--- src/include/field_sensor_pkg.sv ---
// Shared constants and types for the field sensor output configuration block
`default_nettype none
package field_sensor_pkg;
  // Configuration word layout
  localparam int         CFG_W         = 10;
  localparam int         BIT_RANGE_HI  = 9;
  localparam int         FMT_LSB       = 5;
  localparam int         FILT_LSB      = 3;
  localparam int         RANGE_LSB     = 1;
  localparam logic [9:0] CFG_KEEP_MASK = 10'h2fe;
  localparam logic [9:0] CFG_RST       = 10'h000;

  // Output format codes
  localparam logic [2:0] FMT_ANALOG   = 3'h0;
  localparam logic [2:0] FMT_MUX_CONT = 3'h1;
  localparam logic [2:0] FMT_BURN     = 3'h2;
  localparam logic [2:0] FMT_MUX_TRIG = 3'h3;
  localparam logic [2:0] FMT_PWM      = 3'h6;
  localparam logic [2:0] FMT_PWM_INV  = 3'h7;

  // Register indices on the programming port
  localparam int         ADDR_W       = 4;
  localparam logic [3:0] IDX_CONFIG   = 4'h0;
  localparam logic [3:0] IDX_TC_GROUP = 4'h1;
  localparam logic [3:0] IDX_SLOPE    = 4'h2;
  localparam logic [3:0] IDX_CURVE    = 4'h3;
  localparam logic [3:0] IDX_GAIN     = 4'h4;
  localparam logic [3:0] IDX_OFFSET   = 4'h5;
  localparam logic [3:0] IDX_CLAMP_LO = 4'h6;
  localparam logic [3:0] IDX_CLAMP_HI = 4'h7;
  localparam logic [3:0] IDX_USER0    = 4'h8;
  localparam logic [3:0] IDX_READOUT  = 4'hc;

  // Widths
  localparam int DATA_W   = 16;
  localparam int VALUE_W  = 14;
  localparam int DAC_W    = 12;
  localparam int PART_W   = 7;
  localparam int DUTY_W   = 11;
  localparam int GAIN_W   = 14;
  localparam int GAIN_FRAC = 11;
  localparam int OFFSET_W = 12;
  localparam int CLAMP_W  = 9;
  localparam int USER_W   = 13;
  localparam int SLOPE_W  = 5;
  localparam int CURVE_W  = 3;
  localparam int TMR_W    = 21;

  // Reset values
  localparam logic [1:0]  TC_GROUP_RST = 2'h1;
  localparam logic [13:0] GAIN_RST     = 14'h0800;
  localparam logic [11:0] OFFSET_RST   = 12'h200;
  localparam logic [8:0]  CLAMP_LO_RST = 9'h000;
  localparam logic [8:0]  CLAMP_HI_RST = 9'h1ff;
  localparam logic [8:0]  CLAMP_LO_MAX = 9'h100;

  // Timing
  localparam int CLK_MHZ         = 250;
  localparam int PWM_PERIOD_MS   = 8;
  localparam int PWM_PERIOD_CYC  = PWM_PERIOD_MS * 1000 * CLK_MHZ;
  localparam int MUX_REFRESH_MS  = 2;
  localparam int MUX_REFRESH_CYC = MUX_REFRESH_MS * 1000 * CLK_MHZ;

  typedef enum logic [2:0] {
    RNG_15, RNG_30, RNG_40, RNG_60, RNG_80, RNG_100, RNG_150
  } range_t;

  typedef enum logic [1:0] {FLT_80HZ, FLT_500HZ, FLT_1KHZ, FLT_2KHZ} filter_t;

  typedef enum logic [1:0] {ST_IDLE = 2'b00, ST_LOW = 2'b01, ST_HIGH = 2'b11} mux_state_t;
endpackage : field_sensor_pkg
`default_nettype wire

--- src/core/field_sensor_output_config.sv ---
// Configuration decode, processing path and output conditioning of the field sensor
//
// What this block does
// Ten-bit config word, documented field positions
// Range decode from bit 9 and bits 2:1
// Reduced variant lacks the 15 mT range
// Filter cut-off decode from bits 4:3
// Output format decode from bits 7:5
// Reduced variant offers analog format only
// Analog format drives 12-bit ratiometric level
// Multiplex splits 14 bits into two 7-bit parts
// Trigger mode: pull-up high part, refresh 2 ms
// Continuous multiplex sends low then high part
// Burn-in drives internal sawtooth through path
// PWM 11-bit duty, 8 ms period
// Duty updates at rising edge; inverted complements
// Host samples duty at falling edge
// Temperature coefficient group code mapping
// Slope 5 bits, curvature 3 bits
// Signed gain factor from -4 to 4
// Offset added; negative offset lowers maximum
// Lower clamp up to half supply
// Upper clamp up to full supply
// Four 13-bit user blocks, three preloaded
// Programmer accesses user blocks in order
// Multiply by gain, add offset, then clamp
// 14-bit readout, zero outside analog format
// Programmer writes zero to reserved bits
`default_nettype none
module field_sensor_output_config
  import field_sensor_pkg::*;
#(
  parameter bit          REDUCED_VARIANT = 1'b0,
  parameter int          PWM_PERIOD      = PWM_PERIOD_CYC,
  parameter int          MUX_REFRESH     = MUX_REFRESH_CYC,
  // Preloaded user data; values are arbitrary
  parameter logic [12:0] USER_INIT0      = 13'h0001,
  parameter logic [12:0] USER_INIT1      = 13'h0002,
  parameter logic [12:0] USER_INIT2      = 13'h0003
) (
  input  wire logic              i_clk_sys,
  input  wire logic              i_sys_rst,
  input  wire logic              i_field_valid,
  input  wire logic [13:0]       i_field_value,
  output logic                   o_field_ready,
  input  wire logic              i_prog_we,
  input  wire logic              i_prog_re,
  input  wire logic [3:0]        i_prog_addr,
  input  wire logic [15:0]       i_prog_wdata,
  output logic [15:0]            o_prog_rdata,
  output logic                   o_prog_rvalid,
  input  wire logic              i_pin_pulled_up,
  output logic                   o_pin_oe_n,
  output logic [11:0]            o_dac_code,
  output logic                   o_pwm_level,
  output range_t                 o_range_sel,
  output filter_t                o_filter_sel,
  output logic [1:0]             o_temp_coeff_group,
  output logic [4:0]             o_temp_slope_coeff,
  output logic [2:0]             o_temp_curve_coeff
);
  localparam logic [20:0] PER     = 21'(PWM_PERIOD);
  localparam logic [20:0] PER_M1  = 21'(PWM_PERIOD - 1);
  localparam logic [20:0] REFR_M1 = 21'(MUX_REFRESH - 1);

  // Parameter registers
  logic [9:0]  sensor_config_word;
  logic [1:0]  temp_coeff_group;
  logic [4:0]  temp_slope_coeff;
  logic [2:0]  temp_curve_coeff;
  logic [13:0] gain;
  logic [11:0] quiescent_offset;
  logic [8:0]  clamp_lo;
  logic [8:0]  clamp_hi;
  logic [12:0] user_info_store [4];

  // Output stage state
  mux_state_t  state;
  logic [20:0] timer;
  logic [13:0] held;
  logic [20:0] pwm_thr;
  logic [13:0] saw;
  logic        pin_meta;
  logic        pin_up;

  // field extraction
  wire [2:0] output_format_select = sensor_config_word[FMT_LSB +: 3];
  wire [1:0] filt_bits  = sensor_config_word[FILT_LSB +: 2];
  wire [1:0] range_bits = sensor_config_word[RANGE_LSB +: 2];
  wire       range_hi   = sensor_config_word[BIT_RANGE_HI];

  wire cfg_wr = i_prog_we && (i_prog_addr == IDX_CONFIG);

  // reduced variant stores analog format only
  wire [9:0] cfg_masked = i_prog_wdata[9:0] & CFG_KEEP_MASK;
  wire [9:0] cfg_fmt_fixed = REDUCED_VARIANT ? {cfg_masked[9:8], FMT_ANALOG, cfg_masked[4:0]} : cfg_masked;
  // 15 mT code falls back to 30 mT on the reduced variant
  wire       drop_15 = REDUCED_VARIANT && (cfg_fmt_fixed[RANGE_LSB +: 2] == 2'b00);
  wire [9:0] next_config = drop_15 ? {1'b0, cfg_fmt_fixed[8:0]} : cfg_fmt_fixed;

  // format decode
  wire is_analog = (output_format_select == FMT_ANALOG);
  wire is_burn   = (output_format_select == FMT_BURN);
  wire is_cont   = (output_format_select == FMT_MUX_CONT);
  wire is_trig   = (output_format_select == FMT_MUX_TRIG);
  wire is_pwm    = (output_format_select == FMT_PWM) || (output_format_select == FMT_PWM_INV);
  wire is_inv    = (output_format_select == FMT_PWM_INV);

  // range decode
  wire [2:0] range_key = {range_hi, range_bits};
  range_t next_range;
  always_comb begin
    unique case (range_key)
      3'b100:  next_range = RNG_15;
      3'b110:  next_range = RNG_40;
      3'b001:  next_range = RNG_60;
      3'b010:  next_range = RNG_80;
      3'b011:  next_range = RNG_100;
      3'b111:  next_range = RNG_150;
      // Undefined 1/01 treated as 30 mT, like 0/00
      default: next_range = RNG_30;
    endcase
  end

  // filter decode
  filter_t next_filter;
  always_comb begin
    unique case (filt_bits)
      2'b00: next_filter = FLT_80HZ;
      2'b10: next_filter = FLT_500HZ;
      2'b11: next_filter = FLT_1KHZ;
      2'b01: next_filter = FLT_2KHZ;
    endcase
  end

  // burn-in replaces the field with an internal ramp
  wire signed [13:0] stim = is_burn ? $signed(saw) : $signed(i_field_value);
  // signed gain in 1/2048 steps
  wire signed [27:0] prod   = stim * $signed(gain);
  wire signed [17:0] scaled = {prod[27], prod[27:GAIN_FRAC]};
  // offset counts 16 output codes per step
  wire signed [17:0] off16  = {{2{quiescent_offset[11]}}, quiescent_offset, 4'h0};
  // multiply, add, then limit
  wire signed [17:0] sum    = scaled + off16;
  wire signed [17:0] full_s = 18'sh03fff;
  wire signed [17:0] cap_s  = quiescent_offset[11] ? full_s + off16 : full_s;
  // upper clamp, 32 codes per step
  wire signed [17:0] hi_s   = $signed({4'h0, clamp_hi, 5'h1f});
  // lower clamp
  wire signed [17:0] lo_s   = $signed({4'h0, clamp_lo, 5'h00});
  wire signed [17:0] top_s  = (cap_s < hi_s) ? cap_s : hi_s;
  wire signed [17:0] lim_s  = (sum > top_s) ? top_s : sum;
  wire signed [17:0] res_s  = (lim_s < lo_s) ? lo_s : lim_s;
  wire [13:0] next_value = res_s[13:0];

  // Buffer hookup
  wire        buf_in_valid = is_burn || i_field_valid;
  wire        buf_in_ready;
  wire        buf_out_valid;
  wire [13:0] buf_out_data;
  wire        timer_zero = (timer == 21'h0);
  // PWM and multiplex formats stall the drain until their output slot opens; analog and burn-in drain at once
  wire drain_ready = is_pwm  ? timer_zero :
                     is_trig ? timer_zero :
                     is_cont ? (state == ST_IDLE) : 1'b1;
  wire take = buf_out_valid && drain_ready;

  assign o_field_ready = buf_in_ready;

  value_skid_buffer #(.W(VALUE_W)) u_buf (
    .i_clk_sys   (i_clk_sys),
    .i_sys_rst   (i_sys_rst),
    .i_in_valid  (buf_in_valid),
    .o_in_ready  (buf_in_ready),
    .i_in_data   (next_value),
    .o_out_valid (buf_out_valid),
    .i_out_ready (drain_ready),
    .o_out_data  (buf_out_data)
  );

  // 11-bit duty scaled onto the period
  wire [10:0] duty     = buf_out_data[13:3];
  wire [31:0] thr_prod = 32'(duty) * 32'(PER);
  wire [20:0] thr_norm = thr_prod[31:11];
  // inverted duty is the complement
  wire [20:0] next_thr = is_inv ? PER - thr_norm : thr_norm;
  wire [20:0] elapsed  = PER_M1 - timer;

  // the two 7-bit parts
  wire [6:0] low_nibble_part  = held[6:0];
  wire [6:0] high_nibble_part = held[13:7];

  // readout reads zero outside analog format
  wire [13:0] readout = is_analog ? held : 14'h0000;
  wire [1:0]  user_idx = i_prog_addr[1:0];
  wire [15:0] next_rdata =
    (i_prog_addr == IDX_CONFIG)   ? {6'h00, sensor_config_word} :
    (i_prog_addr == IDX_TC_GROUP) ? {14'h0000, temp_coeff_group} :
    (i_prog_addr == IDX_SLOPE)    ? {11'h000, temp_slope_coeff} :
    (i_prog_addr == IDX_CURVE)    ? {13'h0000, temp_curve_coeff} :
    (i_prog_addr == IDX_GAIN)     ? {2'h0, gain} :
    (i_prog_addr == IDX_OFFSET)   ? {4'h0, quiescent_offset} :
    (i_prog_addr == IDX_CLAMP_LO) ? {7'h00, clamp_lo} :
    (i_prog_addr == IDX_CLAMP_HI) ? {7'h00, clamp_hi} :
    (i_prog_addr[3:2] == 2'b10)   ? {3'h0, user_info_store[user_idx]} :
    (i_prog_addr == IDX_READOUT)  ? {2'h0, readout} : 16'h0000;

  // Lower clamp cannot pass half supply
  wire [8:0] next_clamp_lo = (i_prog_wdata[8:0] > CLAMP_LO_MAX) ? CLAMP_LO_MAX : i_prog_wdata[8:0];

  always_ff @(posedge i_clk_sys or posedge i_sys_rst) begin
    if (i_sys_rst) begin
      sensor_config_word <= CFG_RST;
      temp_coeff_group   <= TC_GROUP_RST;
      temp_slope_coeff   <= '0;
      temp_curve_coeff   <= '0;
      gain               <= GAIN_RST;
      quiescent_offset   <= OFFSET_RST;
      clamp_lo           <= CLAMP_LO_RST;
      clamp_hi           <= CLAMP_HI_RST;
      user_info_store[0] <= USER_INIT0;
      user_info_store[1] <= USER_INIT1;
      user_info_store[2] <= USER_INIT2;
      user_info_store[3] <= '0;
    end else if (i_prog_we) begin
      // reserved bits kept at zero
      if (cfg_wr) sensor_config_word <= next_config;
      // group code stored as coded
      if (i_prog_addr == IDX_TC_GROUP) temp_coeff_group <= i_prog_wdata[1:0];
      // slope and curvature widths
      if (i_prog_addr == IDX_SLOPE) temp_slope_coeff <= i_prog_wdata[4:0];
      if (i_prog_addr == IDX_CURVE) temp_curve_coeff <= i_prog_wdata[2:0];
      if (i_prog_addr == IDX_GAIN) gain <= i_prog_wdata[13:0];
      if (i_prog_addr == IDX_OFFSET) quiescent_offset <= i_prog_wdata[11:0];
      if (i_prog_addr == IDX_CLAMP_LO) clamp_lo <= next_clamp_lo;
      if (i_prog_addr == IDX_CLAMP_HI) clamp_hi <= i_prog_wdata[8:0];
      // four 13-bit user blocks
      if (i_prog_addr[3:2] == 2'b10) user_info_store[user_idx] <= i_prog_wdata[12:0];
    end
  end

  always_ff @(posedge i_clk_sys or posedge i_sys_rst) begin
    if (i_sys_rst) begin
      o_prog_rdata  <= 16'h0000;
      o_prog_rvalid <= 1'b0;
    end else begin
      o_prog_rdata  <= i_prog_re ? next_rdata : o_prog_rdata;
      o_prog_rvalid <= i_prog_re;
    end
  end

  // Decoded settings toward the converter, filter and compensation
  always_ff @(posedge i_clk_sys or posedge i_sys_rst) begin
    if (i_sys_rst) begin
      o_range_sel        <= RNG_30;
      o_filter_sel       <= FLT_80HZ;
      o_temp_coeff_group <= TC_GROUP_RST;
      o_temp_slope_coeff <= '0;
      o_temp_curve_coeff <= '0;
      o_pin_oe_n         <= 1'b1;
    end else begin
      o_range_sel        <= next_range;
      o_filter_sel       <= next_filter;
      o_temp_coeff_group <= temp_coeff_group;
      o_temp_slope_coeff <= temp_slope_coeff;
      o_temp_curve_coeff <= temp_curve_coeff;
      o_pin_oe_n         <= 1'b0;
    end
  end

  // Pull direction arrives from the pin
  always_ff @(posedge i_clk_sys or posedge i_sys_rst) begin
    if (i_sys_rst) begin
      pin_meta <= 1'b0;
      pin_up   <= 1'b0;
    end else begin
      pin_meta <= i_pin_pulled_up;
      pin_up   <= pin_meta;
    end
  end

  // ramp advances with each accepted sample
  always_ff @(posedge i_clk_sys or posedge i_sys_rst) begin
    if (i_sys_rst) saw <= 14'h0000;
    else if (is_burn && buf_in_ready) saw <= saw + 14'h0001;
  end

  // Shared timer: PWM period, multiplex dwell or refresh guard
  always_ff @(posedge i_clk_sys or posedge i_sys_rst) begin
    if (i_sys_rst) begin
      state <= ST_IDLE;
      timer <= 21'h0;
      held  <= 14'h0000;
    end else if (cfg_wr) begin
      // A word drained on the config edge must still land
      if (take) held <= buf_out_data;
      state <= ST_IDLE;
      timer <= 21'h0;
    end else begin
      if (take) held <= buf_out_data;
      if (is_pwm) begin
        // period restarts at the rising edge
        timer <= timer_zero ? PER_M1 : timer - 21'h1;
      end else if (is_trig) begin
        // one refresh per guard interval
        timer <= take ? REFR_M1 : (timer_zero ? timer : timer - 21'h1);
      end else if (is_cont) begin
        // low part, then high part, then next sample
        unique case (state)
          ST_IDLE: if (take) begin
            state <= ST_LOW;
            timer <= REFR_M1;
          end
          ST_LOW: if (timer_zero) begin
            state <= ST_HIGH;
            timer <= REFR_M1;
          end else timer <= timer - 21'h1;
          ST_HIGH: if (timer_zero) state <= ST_IDLE;
            else timer <= timer - 21'h1;
          default: state <= ST_IDLE;
        endcase
      end
    end
  end

  always_ff @(posedge i_clk_sys or posedge i_sys_rst) begin
    if (i_sys_rst) pwm_thr <= 21'h0;
    // duty changes only at the period start
    else if (take && is_pwm) pwm_thr <= next_thr;
  end

  always_ff @(posedge i_clk_sys or posedge i_sys_rst) begin
    if (i_sys_rst) begin
      o_dac_code  <= 12'h000;
      o_pwm_level <= 1'b0;
    end else begin
      o_pwm_level <= is_pwm && (elapsed < pwm_thr);
      // pull-up selects the high part
      if (is_trig) o_dac_code <= {pin_up ? high_nibble_part : low_nibble_part, 5'h00};
      // each part sent as a 7-bit level
      else if (is_cont && state == ST_LOW) o_dac_code <= {low_nibble_part, 5'h00};
      else if (is_cont && state == ST_HIGH) o_dac_code <= {high_nibble_part, 5'h00};
      // 12-bit level from the 14-bit value
      else if ((is_analog || is_burn) && take) o_dac_code <= buf_out_data[13:2];
      else if (is_pwm) o_dac_code <= 12'h000;
    end
  end
endmodule : field_sensor_output_config
`default_nettype wire

--- src/core/value_skid_buffer.sv ---
// Two-entry buffer between the processing path and the output stage
`default_nettype none
module value_skid_buffer #(
  parameter int W = 14
) (
  input  wire logic         i_clk_sys,
  input  wire logic         i_sys_rst,
  input  wire logic         i_in_valid,
  output logic              o_in_ready,
  input  wire logic [W-1:0] i_in_data,
  output logic              o_out_valid,
  input  wire logic         i_out_ready,
  output logic [W-1:0]      o_out_data
);
  logic [W-1:0] entry [2];
  logic         wr_ptr;
  logic         rd_ptr;
  logic [1:0]   count;

  wire push = i_in_valid && o_in_ready;
  wire pop  = o_out_valid && i_out_ready;
  wire [1:0] next_count = 2'(count + {1'b0, push} - {1'b0, pop});

  assign o_out_valid = (count != 2'h0);
  assign o_out_data  = entry[rd_ptr];

  always_ff @(posedge i_clk_sys) begin
    if (push) entry[wr_ptr] <= i_in_data;
  end

  // Ready is registered so the source never sees a combinational path
  always_ff @(posedge i_clk_sys or posedge i_sys_rst) begin
    if (i_sys_rst) begin
      wr_ptr     <= 1'b0;
      rd_ptr     <= 1'b0;
      count      <= 2'h0;
      o_in_ready <= 1'b0;
    end else begin
      wr_ptr     <= wr_ptr ^ push;
      rd_ptr     <= rd_ptr ^ pop;
      count      <= next_count;
      o_in_ready <= (next_count != 2'h2);
    end
  end
endmodule : value_skid_buffer
`default_nettype wire

--- config.mk ---
export PLATFORM = sky130hd
export DESIGN_NAME = field_sensor_output_config
export DESIGN_NICKNAME = d
export VERILOG_FILES = /design/src/include/field_sensor_pkg.sv /design/src/core/field_sensor_output_config.sv /design/src/core/value_skid_buffer.sv
export SDC_FILE = /design/constraint.sdc
export NUM_CORES = 1
export LEC_CHECK = 0
export BUFFER_PORTS_ARGS = -buffer_cell sky130_fd_sc_hd__buf_2
export CORE_MARGIN = 4
export CORE_UTILIZATION = 48
export CTS_CLUSTER_SIZE = 24
export DETAILED_ROUTE_END_ITERATION = 12
export PLACE_DENSITY = 0.74
export SYNTH_ARGS = -nofsm -noshare
export SYNTH_HDL_FRONTEND = slang
export SYNTH_SLANG_ARGS = --single-unit
--- constraint.sdc ---
create_clock -name i_clk_sys -period 19 [get_ports i_clk_sys]
set_input_delay 3.8 -clock i_clk_sys [delete_from_list [all_inputs] [get_ports i_clk_sys]]
set_output_delay 3.8 -clock i_clk_sys [all_outputs]
set_load 0.005 [all_outputs]
# --- Yosys cells after proc, flatten, opt, wreduce, memory -nomap -nowiden ---
# Memories as Yosys holds them, arrays and structs flattened.
# Index checks and enable logic that the tools add are counted.
op_classes:
  n_addsub: 8
  multipliers: 2
  magnitude_cmp: 7
  n_eq_ne: 32
  mux: 55
  bitwise: 3
  n_reduce_logical: 34
ops:
  columns: ["cell", "n"]
  rows:
  - ["21-bit two-way mux", 10]
  - ["14-bit two-way mux", 13]
  - ["21-bit one-hot mux with 3 select lines", 1]
  - ["12-bit two-way mux", 5]
  - ["18-bit two-way mux", 3]
  - ["52-bit bitwise mux", 1]
  - ["21-bit subtractor, first input constant", 2]
  - ["13-bit two-way mux", 3]
  - ["18-bit by 15-bit < comparator with 1-bit output", 2]
  - ["14-bit by 14-bit multiplier with 28-bit output", 1]
  - ["13-bit binary-select mux with 2-bit select", 1]
  - ["13-bit demux with 2-bit select", 1]
  - ["11-bit by 14-bit multiplier with 25-bit output, second input constant", 1]
  - ["21-bit logical NOT", 1]
  - ["21-bit < comparator", 1]
  - ["21-bit by 1-bit subtractor with 21-bit output, second input constant", 1]
  - ["17-bit by 16-bit adder with 18-bit output", 1]
  - ["18-bit greater-than comparator", 1]
  - ["3-bit one-hot mux with 6 select lines", 1]
  - ["2-bit AND reduction", 9]
  - ["15-bit by 16-bit adder with 17-bit output, first input constant", 1]
  - ["4-bit by 3-bit == test with 1-bit output, second input constant", 4]
  - ["3-bit == test, second input constant", 5]
  - ["14-bit by 1-bit adder with 14-bit output, second input constant", 1]
  - ["34 further kinds", 71]
totals:
  regBits: 239
  ram_bits: 28
  input_bits: 40
  word_cells: 175
  n_memories: 1
mem_list:
  columns: ["memory", "words", "width", "read_ports", "rd_ports_with_merged_regs", "wr", "line", "text"]
  rows:
  - ["u_buf.entry", 2, 14, 1, 0, 1, "value_skid_buffer.sv:15", "logic [W-1:0] entry [2];"]

# --- Logic depth before layout (Yosys ltp) ---
logic_depth:
  depth_word: 13
  mapped_depth: 59
  ltp_nobuf: 53

# --- Hierarchy ---
# A second synthesis with hierarchy kept.
hier_totals:
  cells_unflattened: 2514
  area_unflattened_um2: 24688.7
by_module_without_submodules:
  columns: ["module", "instances", "cells_per_inst", "area_each_um2", "seq_area_each_um2"]
  rows:
  - ["field_sensor_output_config", 1, 2443, 23406.2, 5829.3]
  - ["value_skid_buffer", 1, 71, 1282.5, 965.9]

# --- Worst setup path before layout ---
# No wires, ideal clock.
synth_path:
  kind: "input to register"
  startpoint: "input port i_field_value[8]"
  endpoint: "memory u_buf.entry[0][13], data pin"
  setup_time_ns: 0.262
  arrival_time_ns: 15.260
  setup_slack_ns: 3.478
  path_stages: 53
  path_buffers: 4
  cell_sequence: "mux2_2 -> clkbuf_1 -> and2_1 -> fa_1 -> inv_1 -> fa_1 -> inv_1 -> fa_1 -> fa_1 -> fa_1 -> inv_1 -> fa_1 -> inv_1 -> ha_1 -> a21oi_1 -> a21boi_0 -> a311o_1 -> a21o_1 -> (+17 left out) -> a221oi_2 -> o22ai_4 -> a31o_4 -> clkbuf_1 -> nand2_1 -> o21ai_0 -> ha_1 -> a211o_1 -> a21oi_1 -> and4_1 -> a21oi_1 -> a211oi_1 -> mux2i_1 -> o21a_1 -> and2_4 -> buf_6 -> nor2_2 -> mux2_2"
synth_between:
  elab_chain_len: 7
synth_lines:
  columns: ["element", "line", "text"]
  rows:
  - ["from (decl)", "field_sensor_output_config.sv:44", "input wire logic [13:0] i_field_value,"]
  - ["14-bit two-way mux (*)", "field_sensor_output_config.sv:137", "wire signed [13:0] stim = is_burn ? $signed(saw) : $signed(i_field_value);"]
  - ["14-bit by 14-bit multiplier with 28-bit output (*)", "field_sensor_output_config.sv:139", "wire signed [27:0] prod = stim * $signed(gain);"]
  - ["17-bit by 16-bit adder with 18-bit output (*)", "field_sensor_output_config.sv:144", "wire signed [17:0] sum = scaled + off16;"]
  - ["18-bit greater-than comparator", "field_sensor_output_config.sv:152", "wire signed [17:0] lim_s = (sum > top_s) ? top_s : sum;"]
  - ["18-bit two-way mux (*)", "field_sensor_output_config.sv:152", null]
  - ["18-bit by 15-bit < comparator with 1-bit output", "field_sensor_output_config.sv:153", "wire signed [17:0] res_s = (lim_s < lo_s) ? lo_s : lim_s;"]
  - ["14-bit two-way mux (*)", "field_sensor_output_config.sv:153", null]
  - ["net res_s[13]", "field_sensor_output_config.sv:153", null]
  - ["to (decl)", "value_skid_buffer.sv:15", null]
# The timed path passes the listed nets; every way through them passes the cells marked *.

# --- Worst setup path after layout ---
# Ends and elaborated chain as after synthesis.

==> flow_summary.toml <==
[status]
outcome = "completed"

[sta]
finClkSkew_ns = 0.0375
setup_tns_ns = 0
hold_viol_final = 0
rsz0062_at_grt = "false"
fmax_ghz = 0.0597
relSlewSlack_pct = 16.7
finalSetupViolCount = 0
min_period_ns = 16.75
drv_slew = 0
tightest_slew_ns = 1.24
min_period_over_period_pct = 88.1

[drt]
drt_iter0_drc = 1456
routed-via-count = 18926
wl_per_cell_um = 19.2
firstDrtPassIters = 8
viasPerCell = 5.70
drcViolationCount = 0
ant_nets = 0
routed_wl_um = 63800

[logic_synthesis]
yosysWarnings = 0
synthArstFlopShare_pct = 89.4
ys_ff_latch = 265
synthesis.instances = 2605
ys_seq_area_share_pct = 27.1
avgSynthCellArea_um2 = 9.61
synth_cell_types = 84
synth_edf_count = 28
synth_area_um2 = 25000
synthFlopType = "dfrtp_1"

[worst_setup_path]
critPathLaunchType = "input port"
critPathMaxStageDelay_ns = 0.56
endpoint_kind = "register"
crit_fanout = 24
crit_type = "input port to register"
arrival_ns = 17.07
cp_slowest_cell = "fa_1"
required_ns = 19.32

[cts]
cts_sinks = 265
cts_resized = 0
clockBufferDepth = 3
cts_made_buffers = 30
path_clk_slew_ns = 0.06
cts_max_level = 1
clk_latency_ns = 0.61
ctsHoldBuffers = 0
postCtsSetupBuffers = 0
cts_tree = "built"
root_buffer = "clkbuf_16"

[cells_and_area]
drive_gt1_share_pct = 12.4
nNetsFinal = 3098
final_util_pct = 52.6
mostFrequentLayoutCells = "inv_1 (376), nand2_1 (254), fa_1 (225)"
area_delta_synth_final_pct = 8.08
instances_no_fill = 3319
fill_cells = 4608
mostFrequentLayoutCell = "inv_1"

[die]
die_area_um2 = 55900
rows = 83
design.core.area_um2 = 51500
start_util_pct = 48.6
dieHeight_um = 236
die_w_um = 236
ioPinCount = 87

[global_routing]
track_usage_pct = 22.8
grt_max_degree = 102
grt_overflow = 0
antenna_found_initial = 1
grt_pass1_wl_um = 105000
grt_pass1_vias = 19801

[hold_path]
hold_path_class = "register to register"

[flow_run]
cap_violations = 0

[place]
port_buffers = 82
place_congestion = 0.928
dp_cells = 3262
dp_hpwl_um = 49300
## per-stage QoR
stage,hold slack [ns],cell area [um2],setup WS (ns)
floorplan,0.331,25100,3.48
global placement,0.338,25900,2.21
detailed placement,0.335,25900,1.88
CTS,0.360,27100,2.42
global route,0.380,27100,1.66
finish,0.358,27100,2.25
## cells by family (layout without fill, tap and decap cells)
group	Yosys count	count (layout)	synth area share (%)
AO/OA/AOI/OAI	429	429	11.0
XOR/XNOR	106	106	3.71
adder cells (fa/ha/maj)	444	444	28.9
buffers and inverters	495	526	7.54
flip-flops	265	265	27.1
multiplexers	180	180	8.43
other	1	4	0.0150
AND/OR/NAND/NOR	685	685	13.3
## final cells by class
class / instances / area [um2] / area share [%]
diodes: 1 / 2.50 / 0.00924
repair buffers: 92 / 485 / 1.79
multi-input cells: 1847 / 16400 / 60.5
flip-flops and latches: 265 / 6800 / 25.1
clock inverters: 14 / 231 / 0.855
well taps: 680 / 851 / 3.14
clock buffers: 42 / 887 / 3.28
inverters: 378 / 1430 / 5.27
## final timing paths
path,start,to,slack (ns),cells after the start
setup / recovery,i_field_value[8],u_buf.entry[0][13]$_DFFE_PP_,2.25,51
hold / removal,pin_meta$_DFF_PP0_,pin_up$_DFF_PP0_,0.36,0
setup reg to reg,sensor_config_word[6]$_DFFE_PP0P_,u_buf.entry[0][13]$_DFFE_PP_,4.12,52
hold reg to reg,pin_meta$_DFF_PP0_,pin_up$_DFF_PP0_,0.36,0
max in group asynchronous,i_sys_rst,saw[13]$_DFFE_PP0P_,14.14,3
min in group asynchronous,i_sys_rst,timer[3]$_DFFE_PP0P_,3.33,2
## cells in the mapped netlist (69+ instances only)
master,n,area share (%)
ha_1,219,11
xnor2_1,69,2.4
inv_1,377,5.6
nand2_1,254,3.8
o21ai_0,112,2.2
a21oi_1,127,2.5
and2_1,110,2.7
clkbuf_1,101,1.5
mux2_2,118,5.3
nor2_1,116,1.7
dfrtp_1,218,22
fa_1,225,18
## layer usage
metal	up-vias	routed length [um]	track usage, %
li1	8705	-	-
met1	9457	26300	29.7
met2	615	31200	39.2
met3	149	3800	3.41
met4	0	2420	7.71
met5	-	0	0
## critical path: cells and delay by family
| kind | cells | cell delay [ns] |
|---|---|---|
| adder cells (fa/ha/maj) | 10 | 4.51 |
| AO/OA/AOI/OAI | 24 | 5.80 |
| AND/OR/NAND/NOR | 8 | 1.61 |
| buffers and inverters | 6 | 0.41 |
| multiplexers | 3 | 0.90 |
## registers in the layout (all words and copies together) (netlist names), 5 cells and up
signal / cells
o_dac_code: 12
u_buf.entry: 28
gain: 14
o_temp_slope_coeff: 5
timer: 21
temp_slope_coeff: 5
saw: 14
clamp_hi: 9
o_prog_rdata: 14
held: 14
pwm_thr: 21
sensor_config_word: 8
clamp_lo: 9
quiescent_offset: 12
user_info_store: 52
Power is left out: the tool's default activity adds up to more than one toggle a clock period on the data nets, which glitch-free logic cannot reach.
